`config.mk`:
```
export PLATFORM = sky130hd
export DESIGN_NAME = poe_port_measurement_result_regs
export DESIGN_NICKNAME = d
export VERILOG_FILES = /design/src/poe_result_pkg.sv /design/src/adc_pair_reg.sv /design/src/legacy_nibble_reg.sv /design/src/poe_port_measurement_result_regs.sv
export SDC_FILE = /design/constraint.sdc
export NUM_CORES = 1
export LEC_CHECK = 0
export BUFFER_PORTS_ARGS = -buffer_cell sky130_fd_sc_hd__buf_4
export CAP_MARGIN = 20
export CORE_MARGIN = 5
export CORE_UTILIZATION = 40
export CTS_BUF_LIST = sky130_fd_sc_hd__clkbuf_8
export DETAILED_ROUTE_END_ITERATION = 8
export PLACE_DENSITY = 0.61
export SLEW_MARGIN = 10
export SYNTH_ARGS = -nofsm -noshare
export SYNTH_HDL_FRONTEND = slang
export SYNTH_SLANG_ARGS = --single-unit
```
`constraint.sdc`:
```
create_clock -name core_clk_in -period 7.8 [get_ports core_clk_in]
set_clock_uncertainty 0.05 [all_clocks]
set_input_delay 1.17 -clock core_clk_in [delete_from_list [all_inputs] [get_ports core_clk_in]]
set_output_delay 1.17 -clock core_clk_in [all_outputs]
set_load 0.01 [all_outputs]
```
`src/poe_result_pkg.sv`:
```
`default_nettype none
package poe_result_pkg;

    // ==========================================================================
    // Register offsets on the management bus
    // ==========================================================================
    localparam logic [7:0] LEGACY_P34_ADDR = 8'h36;
    localparam logic [7:0] P1_CUR_LO_ADDR = 8'h40;
    localparam logic [7:0] P1_CUR_HI_ADDR = 8'h41;
    localparam logic [7:0] P1_VOLT_LO_ADDR = 8'h42;
    localparam logic [7:0] P1_VOLT_HI_ADDR = 8'h43;
    localparam logic [7:0] P2_CUR_LO_ADDR = 8'h44;
    localparam logic [7:0] P2_CUR_HI_ADDR = 8'h45;
    localparam logic [7:0] P2_VOLT_LO_ADDR = 8'h46;
    localparam logic [7:0] P2_VOLT_HI_ADDR = 8'h47;
    localparam logic [7:0] P3_CUR_LO_ADDR = 8'h48;
    localparam logic [7:0] P3_CUR_HI_ADDR = 8'h49;
    localparam logic [7:0] VIN_LO_ADDR = 8'h50;
    localparam logic [7:0] VIN_HI_ADDR = 8'h51;

    // ==========================================================================
    // Field layout, reset values and sizes
    // ==========================================================================
    localparam int ADC_WIDTH = 9;
    localparam int NUM_PAIRS = 6;
    localparam int LEGACY_P4_MSB = 7;
    localparam int LEGACY_P4_LSB = 4;
    localparam int LEGACY_P3_MSB = 3;
    localparam int LEGACY_P3_LSB = 0;
    localparam logic [7:0] RESULT_RESET = 8'h00;
    localparam logic [3:0] LEGACY_RESET = 4'h0;
    localparam logic [7:0] UNMAPPED_READ = 8'h00;
    localparam logic [2:0] NO_PAIR = 3'h7;

    // Pair index to low-byte address; the high byte sits one address above.
    localparam logic [7:0] PAIR_LOW_ADDR [NUM_PAIRS] = '{
        P1_CUR_LO_ADDR, P1_VOLT_LO_ADDR, P2_CUR_LO_ADDR,
        P2_VOLT_LO_ADDR, P3_CUR_LO_ADDR, VIN_LO_ADDR};

    // ==========================================================================
    // Legacy detection outcome codes
    // ==========================================================================
    localparam logic [3:0] LEG_NONE = 4'h0;
    localparam logic [3:0] LEG_VALID = 4'h1;
    localparam logic [3:0] LEG_NO_DISCHARGE = 4'h2;
    localparam logic [3:0] LEG_FIRST_HIGH = 4'h4;
    localparam logic [3:0] LEG_SECOND_HIGH = 4'h5;
    localparam logic [3:0] LEG_DIFF_LOW = 4'h6;

    function automatic logic legacy_code_legal(input logic [3:0] code);
        return (code == LEG_NONE) || (code == LEG_VALID) || (code == LEG_NO_DISCHARGE) ||
               (code == LEG_FIRST_HIGH) || (code == LEG_SECOND_HIGH) || (code == LEG_DIFF_LOW);
    endfunction

    // ==========================================================================
    // Carriers
    // ==========================================================================
    typedef enum logic [5:0] {
        CHAN_P1_CUR = 6'b000001,
        CHAN_P1_VOLT = 6'b000010,
        CHAN_P2_CUR = 6'b000100,
        CHAN_P2_VOLT = 6'b001000,
        CHAN_P3_CUR = 6'b010000,
        CHAN_VIN = 6'b100000
    } meas_chan_t;

    typedef struct packed {
        logic valid;
        meas_chan_t chan;
        logic [ADC_WIDTH-1:0] count;
    } meas_update_t;

    typedef struct packed {
        logic valid;
        logic port4;
        logic [3:0] code;
    } legacy_update_t;

    typedef struct packed {
        logic rd;
        logic wr;
        logic [7:0] addr;
        logic [7:0] wdata;
    } reg_req_t;

endpackage
`default_nettype wire
```
`src/adc_pair_reg.sv`:
```
`timescale 1ns/100ps
`default_nettype none
module adc_pair_reg (
    // Clock and reset
    input wire logic core_clk_in,
    input wire logic reset_n_in,
    // New reading
    input wire logic load_in,
    input wire logic [poe_result_pkg::ADC_WIDTH-1:0] count_in,
    // Byte pair
    output logic [7:0] low_byte_out,
    output logic [7:0] high_byte_out
);

    // ==========================================================================
    // Split storage
    // ==========================================================================
    always_ff @(posedge core_clk_in) begin
        if (!reset_n_in) begin
            low_byte_out <= poe_result_pkg::RESULT_RESET;
            high_byte_out <= poe_result_pkg::RESULT_RESET;
        end else if (load_in) begin
            low_byte_out <= {7'h00, count_in[0]};
            high_byte_out <= count_in[poe_result_pkg::ADC_WIDTH-1:1];
        end
    end

endmodule // adc_pair_reg
`default_nettype wire

```
`src/legacy_nibble_reg.sv`:
```
`timescale 1ns/100ps
`default_nettype none
module legacy_nibble_reg (
    // Clock and reset
    input wire logic core_clk_in,
    input wire logic reset_n_in,
    // New outcome
    input wire logic load_in,
    input wire logic [3:0] code_in,
    // Held outcome
    output logic [3:0] code_out
);

    // ==========================================================================
    // Outcome storage
    // ==========================================================================
    // An undefined code would be meaningless to software, so it is dropped and
    // the previous outcome stays visible.
    always_ff @(posedge core_clk_in) begin
        if (!reset_n_in) begin
            code_out <= poe_result_pkg::LEGACY_RESET;
        end else if (load_in && poe_result_pkg::legacy_code_legal(code_in)) begin
            code_out <= code_in;
        end
    end

endmodule // legacy_nibble_reg
`default_nettype wire

```
`src/poe_port_measurement_result_regs.sv`:
```
// Notes on behaviour
// - Port 4 legacy outcome is bits 7..4 of the legacy result register, reset zero.
// - Port 3 legacy outcome is bits 3..0 of that register, reset zero.
// - Codes 0 none, 1 valid capacitance, 2 could not discharge.
// - Code 4 first measurement over ceiling, 5 second over ceiling.
// - Code 6 when the two measured voltages differ too little.
// - Port 1 current low bit sits in bit 0 of the lower byte.
// - Port 1 current upper eight bits fill the following byte.
// - Every reading is one unsigned count, low bit plus eight high bits.
// - Port 2 pin voltage uses the same low bit and high byte split.
// - Port 1 pin voltage sits in its own byte pair, same split.
// - Port 3 current pair, four addresses above port 2 current.
// - Port 2 current pair uses the same split.
// - Input supply count sits in its own pair, upper bits high.
`timescale 1ns/100ps
`default_nettype none
module poe_port_measurement_result_regs (
    // Clock and reset
    input wire logic core_clk_in,
    input wire logic reset_n_in,
    // Results from the measurement engine
    input wire poe_result_pkg::meas_update_t meas_in,
    input wire poe_result_pkg::legacy_update_t legacy_in,
    // Register access from the management bus engine
    input wire poe_result_pkg::reg_req_t reg_req_in,
    output logic [7:0] reg_rdata_out,
    output logic reg_rvalid_out,
    output logic write_ignored_out
);

    // ==========================================================================
    // Storage
    // ==========================================================================
    logic [7:0] low_bytes [poe_result_pkg::NUM_PAIRS];
    logic [7:0] high_bytes [poe_result_pkg::NUM_PAIRS];
    logic [3:0] legacy_codes [2];
    logic [3:0] legacy_code_p3;
    logic [3:0] legacy_code_p4;
    logic meas_chan_ok;

    // A channel code that is not one-hot must not load several pairs at once.
    assign meas_chan_ok = $onehot(meas_in.chan);

    genvar g;
    generate
        for (g = 0; g < poe_result_pkg::NUM_PAIRS; g++) begin : gen_pair
            adc_pair_reg u_pair (
                .core_clk_in(core_clk_in),
                .reset_n_in(reset_n_in),
                .load_in(meas_in.valid && meas_chan_ok && meas_in.chan[g]),
                .count_in(meas_in.count),
                .low_byte_out(low_bytes[g]),
                .high_byte_out(high_bytes[g])
            );
        end
        for (g = 0; g < 2; g++) begin : gen_legacy
            legacy_nibble_reg u_legacy (
                .core_clk_in(core_clk_in),
                .reset_n_in(reset_n_in),
                .load_in(legacy_in.valid && (legacy_in.port4 == g[0])),
                .code_in(legacy_in.code),
                .code_out(legacy_codes[g])
            );
        end
    endgenerate

    assign legacy_code_p3 = legacy_codes[0];
    assign legacy_code_p4 = legacy_codes[1];

    // ==========================================================================
    // Address decode
    // ==========================================================================
    function automatic logic [2:0] pair_index(input logic [7:0] addr);
        logic [2:0] idx;
        idx = poe_result_pkg::NO_PAIR;
        for (int i = 0; i < poe_result_pkg::NUM_PAIRS; i++) begin
            if (addr[7:1] == poe_result_pkg::PAIR_LOW_ADDR[i][7:1]) begin
                idx = i[2:0];
            end
        end
        return idx;
    endfunction

    // ==========================================================================
    // Coherent pair read
    // ==========================================================================
    // Reading the low byte freezes the matching high byte, so a low-then-high
    // read returns halves of one reading even if the engine updates between.
    logic shadow_valid;
    logic [2:0] shadow_idx;
    logic [7:0] shadow_high;
    logic [2:0] req_idx;

    assign req_idx = pair_index(reg_req_in.addr);

    always_ff @(posedge core_clk_in) begin
        if (!reset_n_in) begin
            shadow_valid <= 1'b0;
            shadow_idx <= poe_result_pkg::NO_PAIR;
            shadow_high <= poe_result_pkg::RESULT_RESET;
        end else if (reg_req_in.rd && req_idx != poe_result_pkg::NO_PAIR) begin
            if (!reg_req_in.addr[0]) begin
                shadow_valid <= 1'b1;
                shadow_idx <= req_idx;
                shadow_high <= high_bytes[req_idx];
            end else if (shadow_idx == req_idx) begin
                shadow_valid <= 1'b0;
            end
        end
    end

    // ==========================================================================
    // Read data
    // ==========================================================================
    logic [7:0] next_rdata;

    always_comb begin
        next_rdata = poe_result_pkg::UNMAPPED_READ;
        if (reg_req_in.addr == poe_result_pkg::LEGACY_P34_ADDR) begin
            next_rdata = {legacy_code_p4, legacy_code_p3};
        end else if (req_idx != poe_result_pkg::NO_PAIR) begin
            if (!reg_req_in.addr[0]) begin
                next_rdata = low_bytes[req_idx];
            end else if (shadow_valid && shadow_idx == req_idx) begin
                next_rdata = shadow_high;
            end else begin
                next_rdata = high_bytes[req_idx];
            end
        end
    end

    always_ff @(posedge core_clk_in) begin
        if (!reset_n_in) begin
            reg_rdata_out <= poe_result_pkg::RESULT_RESET;
            reg_rvalid_out <= 1'b0;
        end else begin
            reg_rvalid_out <= reg_req_in.rd;
            if (reg_req_in.rd) begin
                reg_rdata_out <= next_rdata;
            end
        end
    end

    // ==========================================================================
    // Writes
    // ==========================================================================
    // Nothing here takes write data; the pulse only tells the bus engine that
    // the byte went nowhere.
    always_ff @(posedge core_clk_in) begin
        if (!reset_n_in) begin
            write_ignored_out <= 1'b0;
        end else begin
            write_ignored_out <= reg_req_in.wr;
        end
    end

    // ==========================================================================
    // Checks
    // ==========================================================================
    logic [103:0] all_bytes;
    always_comb begin
        all_bytes = {96'h0, legacy_code_p4, legacy_code_p3};
        for (int i = 0; i < poe_result_pkg::NUM_PAIRS; i++) begin
            all_bytes[8 + 16 * i +: 16] = {high_bytes[i], low_bytes[i]};
        end
    end
endmodule // poe_port_measurement_result_regs
`default_nettype wire

```
**Yosys cells after proc, flatten, opt, wreduce, memory -nomap -nowiden**

Cells that the tools add are included.

- Equal/unequal tests: 16
- Reductions and logical operators: 21
- Magnitude comparators: 1
- Add/subtract/negate cells: 5
- Bitwise gates (word level): 3
- Muxes and demuxes: 18

Operators by type and width:

| kind | count |
|---|---|
| two-way mux 8 bit | 8 |
| binary-select mux 8 bit (select 3 bit) | 2 |
| equality test 7 x 6 -> 1 bit (second input constant) | 6 |
| two-way mux 3 bit | 6 |
| logical AND 1 bit | 13 |
| equality test 4 x 3 -> 1 bit (second input constant) | 3 |
| equality test 8 x 6 -> 1 bit (second input constant) | 1 |
| adder 1 x 1 -> 2 bit | 3 |
| logical OR 1 bit | 5 |
| equality test 4 x 1 -> 1 bit (second input constant) | 1 |
| equality test 4 x 2 -> 1 bit (second input constant) | 1 |
| greater-or-equal comparator 4 bit (second input constant) | 1 |
| zero test 4 bit | 1 |
| inverter 3 -> 4 bit | 1 |
| AND reduction 2 bit | 2 |
| adder 2 x 2 -> 3 bit | 1 |
| adder 3 x 2 -> 3 bit | 1 |
| equality test 3 x 1 -> 1 bit (second input constant) | 1 |
| equality test 3 bit | 1 |
| != test 3 bit (second input constant) | 1 |
| two-way mux 1 bit | 2 |
| != test 2 x 1 -> 1 bit (second input constant) | 1 |
| inverter 1 bit | 2 |

- Bits in registers: 84
- Output and inout bits: 10

**Logic depth before layout (Yosys ltp)**

- Depth after elaboration: 15
- Gate-level depth with buffers: 12
- Depth with buffers taken out: 10

**Hierarchy**

Synthesis repeated with hierarchy kept, for this count alone.

- Cells, all modules: 515
- Area, all modules: 4916.0 um2

By module, submodules not included:

| module | sequential area each (um2) | instances | cells an instance | area each (um2) |
|---|---|---|---|---|
| adc_pair_reg | 180.2 | 6 | 36 | 394.1 |
| poe_port_measurement_result_regs | 440.4 | 1 | 269 | 2210.9 |
| legacy_nibble_reg | 80.1 | 2 | 15 | 170.2 |

**Worst setup path after synthesis**

OpenSTA, ideal clock, no wires.

- Path kind: input-to-reg
- Start: in meas_in[9] (netlist name)
- End: reg gen_pair[0].u_pair.high_byte_out[0]
- Stages: 12
- Data required time: 7618 ps
- Buffers on the path: 2
- Library setup time: 132 ps
- Arrival: 3924 ps
- Setup slack: 3694 ps
- Path through: fa_1 inv_1 fa_1 inv_1 ha_1 fa_1 nor4bb_1 clkbuf_1 clkbuf_1 nand2_1 nand2_1 a21oi_1

- Cells in the longest elaborated chain, start to end: 6

Ends and longest elaborated chain:

| what | line | RTL |
|---|---|---|
| start, declared | poe_port_measurement_result_regs.sv:22 | `input wire poe_result_pkg::meas_update_t meas_in,` |
| adder 1 x 1 -> 2 bit (not written as such) | poe_port_measurement_result_regs.sv:42 | `assign meas_chan_ok = $onehot(meas_in.chan);` |
| adder 2 x 2 -> 3 bit (not written as such) | poe_port_measurement_result_regs.sv:42 |  |
| adder 3 x 2 -> 3 bit (not written as such) | poe_port_measurement_result_regs.sv:42 |  |
| equality test 3 x 1 -> 1 bit | poe_port_measurement_result_regs.sv:42 |  |
| logical AND 1 bit | poe_port_measurement_result_regs.sv:50 | `.load_in(meas_in.valid && meas_chan_ok && meas_in.chan[g]),` |
| logical AND 1 bit (*) | poe_port_measurement_result_regs.sv:50 |  |
| end signal, assigned | adc_pair_reg.sv:21 | `high_byte_out <= poe_result_pkg::RESULT_RESET;` |
| end signal, assigned | adc_pair_reg.sv:24 | `high_byte_out <= count_in[poe_result_pkg::ADC_WIDTH-1:1];` |
| end, declared | adc_pair_reg.sv:12 | `output logic [7:0] high_byte_out` |

Every way passes the cells marked *; elsewhere a longest branch is shown, timed or not.
A chain may end at the register's enable or synchronous reset.

**Final worst setup path**

- Start: in meas_in[9] (netlist name)
- End: reg gen_pair[2].u_pair.high_byte_out[1]

- Cells in the longest elaborated chain, start to end: 6

Ends and longest elaborated chain:

| what | line |
|---|---|
| adder 1 x 1 -> 2 bit (not written as such) | poe_port_measurement_result_regs.sv:42 |
| adder 2 x 2 -> 3 bit (not written as such) | poe_port_measurement_result_regs.sv:42 |
| adder 3 x 2 -> 3 bit (not written as such) | poe_port_measurement_result_regs.sv:42 |
| equality test 3 x 1 -> 1 bit | poe_port_measurement_result_regs.sv:42 |
| logical AND 1 bit (2 in series) | poe_port_measurement_result_regs.sv:50 |
| end signal, assigned | adc_pair_reg.sv:21 |
| end signal, assigned | adc_pair_reg.sv:24 |
| end, declared | adc_pair_reg.sv:12 |

Every way passes these cells.

==> results.sh <==
export IMPL_timing_fmax_mhz=226.7
export IMPL_critPathBufInv=4
export IMPL_cts_clk_slew_worst_paths_ps=80
export IMPL_synth_fa_ha_area_frac=0.02051
export IMPL_fillers=975
export IMPL_min_period_ps=4411
export IMPL_internal_power_uw=629.2
export IMPL_clkLatencyLatePin_ps=360
export IMPL_cts_resized=0
export IMPL_antenna_left=0
export IMPL_p_leak_nw=1.593
export IMPL_vias=3609
export IMPL_finalHoldViolCount=0
export IMPL_drc=0
export IMPL_cp_required_ps=7960
export IMPL_netSwitchingPower_uw=238.9
export IMPL_start_util=0.4143
export IMPL_drive_gt1_frac=0.1472
export IMPL_final_nets=564
export IMPL_synth_compound_area_frac=0.1911
export IMPL_worst_path_dominant_cell_family="adder cells"
export IMPL_grt_ovfl_total=0
export IMPL_die_w_um=111.1
export IMPL_grt_pass1_wl_mm=17.42
export IMPL_start_kind="input pin"
export IMPL_syn_area_mm2=0.004086
export IMPL_synthXorXnorAreaFrac=0.004287
export IMPL_n_antenna_cell=0
export IMPL_p_per_area_mw_per_mm2=186.5
export IMPL_synth_warnings=0
export IMPL_worstSetupPathType="in -> reg"
export IMPL_end_kind="register"
export IMPL_path_common_cell="fa_1"
export IMPL_ys_flop_type="dfxtp_1"
export IMPL_routedWlPerCell_um=16.13
export IMPL_status="complete, no violations"
export IMPL_synth_top_family_by_area="simple AND/OR/NAND/NOR gates"
export IMPL_synth_edff_count=0
export IMPL_power_frac_seq=0.516
export IMPL_initialDrtViolationCount=318
export IMPL_dieArea_mm2=0.01234
export IMPL_cts_htree_levels=3
export IMPL_crit_arrival_ps=4570
export IMPL_p_sw_frac=0.2752
export IMPL_clock_sinks=84
export IMPL_critical_path_max_stage_delay_ps=540
export IMPL_worstMarginPinSlew_ps=951.6
export IMPL_worst_slack_ps=3389
export IMPL_place_ws_ps=3012
export IMPL_timing_slew_headroom=0.3570
export IMPL_rows=36
export IMPL_die_y_um=111.1
export IMPL_grt_usage=0.1728
export IMPL_drv_slew=0
export IMPL_dp_hpwl_mm=7.335
export IMPL_core_area_mm2=0.009864
export IMPL_syn_nets=546
export IMPL_synth_avg_cell_area_um2=8.173
export IMPL_hold_class="reg -> reg"
export IMPL_drt_first_pass_iters=5
export IMPL_setup_violations=0
export IMPL_antenna_found_initial=0
export IMPL_synth_async_reset_ratio=0
export IMPL_clkPwrFrac=0.352
export IMPL_cts_buffer_depth=2
export IMPL_port_buffers=43
export IMPL_yosysUniqueCellTypes=58
export IMPL_path_max_fanout=60
export IMPL_avgViaCountPerCell=5.502
export IMPL_grt_max_degree=69
export IMPL_cts_buffers=9
export IMPL_cts_tree="done"
export IMPL_muxShareOfSynthArea=0.07961
export IMPL_rsz0062_at_grt="false"
export IMPL_ctsHoldBuffers=0
export IMPL_period_share=0.5655
export IMPL_ir_drop_mv=0.1625
export IMPL_worst_path_max_delay_cell="fa_1"
export IMPL_grt_pass1_vias=3427
export IMPL_synth_cells=500
export IMPL_synth_seq_area_share=0.4115
export IMPL_setup_tns_ps=0
export IMPL_cts_setup_buffers=0
export IMPL_routabilityCongestion=0.7918
export IMPL_comb_power_share=0.132
export IMPL_syn2layout_area_growth_pct=13.90
export IMPL_path_cells="buf_4, fa_1, inv_1, fa_1, inv_1, ha_1, fa_1, nor4bb_4, buf_4, nand2_1, nand2_1, a21oi_1"
export IMPL_detail_route_wirelength_mm=10.58
export IMPL_synthSimpleGateAreaFrac=0.2471
export IMPL_cap_violations=0
export IMPL_ioPinCount=52
export IMPL_cts_root_buffer="clkbuf_8"
export IMPL_ys_ff_latch=84
power groups by stage:
stage / combinational (mW) / sequential, mW / clock, mW
5_1_grt: 0.125 / 0.450 / 0.331
2_1_floorplan: 0.0717 / 0.457 / 0
3_3_place_gp: 0.112 / 0.458 / 0
3_5_place_dp: 0.114 / 0.458 / 0
6_report: 0.114 / 0.448 / 0.306
4_1_cts: 0.114 / 0.448 / 0.314
layout by cell type, fill, tap and decap left out, drive strengths merged, types with 4 or more instances in the layout:
| master | instances |
|---|---|
| inv | 10 |
| a31oi | 12 |
| o21a | 8 |
| dfxtp | 84 |
| a21o | 4 |
| o211ai | 4 |
| a21oi | 62 |
| mux2i | 28 |
| a211oi | 6 |
| and3 | 5 |
| nand3 | 59 |
| clkbuf | 9 |
| nand2 | 85 |
| nor2 | 23 |
| nor3 | 7 |
| o21ai | 10 |
| buf | 45 |
| mux2 | 4 |
| nor3b | 7 |
tightest hold or removal path, cell delays in order (launching register included):
cell and delay [ps]:
dfxtp_1 320, nand2_1 50, nor2_1 30
area by class of cell:
cell class                 count  area, um^2  area share
clock buffer                   9       123.9     0.02661
clock inverter                 7       67.56     0.01452
inverter                       9       33.78    0.007258
multi-input combinational    369        2243      0.4820
sequential                    84        1682      0.3613
tap                          133       166.4     0.03575
timing repair buffer          45       337.8     0.07258
flip-flops by register name (all words and copies together) (netlist names):
signal                         cells
shadow_valid                       1
shadow_high                        8
reg_rdata_out                      8
shadow_idx                         3
gen_pair.u_pair.high_byte_out     48
gen_legacy.u_legacy.code_out       8
reg_rvalid_out                     1
write_ignored_out                  1
gen_pair.u_pair.low_byte_out       6
metal layers:
layer	up-vias	routed length, um	GRT usage	part of all wire
li1	1814	-	-	-
met2	93	5076	0.2933	0.48
met1	1692	4718	0.2170	0.45
met3	10	645	0.04694	0.061
met5	-	0	0	0
met4	0	141	0.04542	0.013
synthesized netlist by cell type, drive strengths merged, types with 2 or more instances:
cell      n  area share
nor4bb    3      0.0073
buf       7      0.0092
o31ai     2      0.0049
inv       8      0.0073
nand3    59       0.072
nand4b    2      0.0043
and3      5      0.0077
o21ai    10       0.012
o211a     2      0.0049
nor3b     7       0.014
nor2b     3      0.0046
a21oi    62       0.076
clkbuf   31       0.028
nand2    85       0.078
a31oi    12       0.018
and2      3      0.0046
a21o      4      0.0073
or3b      2      0.0049
o221a     2      0.0055
nor2     23       0.021
nor3      7       0.011
mux2      4       0.011
o21a      8       0.015
a211oi    6       0.012
o211ai    4      0.0073
o2111ai   3      0.0064
mux2i    28       0.069
dfxtp    84        0.41
fa        3       0.015
worst paths after layout:
path | startpoint | endpoint | slack (ps) | cells after the start
min | gen_legacy[1].u_legacy.code_out[3] | gen_legacy[1].u_legacy.code_out[3] | 390 | 2
max reg2reg | shadow_idx[1] | reg_rdata_out[0] | 5850 | 6
min reg2reg | gen_legacy[1].u_legacy.code_out[3] | gen_legacy[1].u_legacy.code_out[3] | 390 | 2
max | meas_in[9] | gen_pair[2].u_pair.high_byte_out[1] | 3390 | 12
stage by stage:
step / hold slack, ps / power (mW) / utilization / cells / instance area (um^2)
after floorplan: 359.8 / 0.5286 / - / 500 / 4086
after global placement: 370.5 / 0.5695 / 0.4518 / 640 / 4457
after detailed placement: 370.6 / 0.5723 / 0.4518 / 640 / 4457
after CTS: 387.3 / 0.8760 / 0.4712 / 656 / 4648
after global routing: 418.4 / 0.9058 / 0.4718 / 656 / 4654
final: 387.3 / 0.8681 / 0.4718 / 656 / 4654
cells by family after synthesis:
family / count (synthesis)
AOI/OAI and AO/OA: 122
and+or+nand+nor: 208
muxes: 32
DFF: 84
adders and majority gates: 5
xor gates and xnor gates: 2
buffers and inverters: 47
Note: power is estimated with default switching activity, not from simulation.
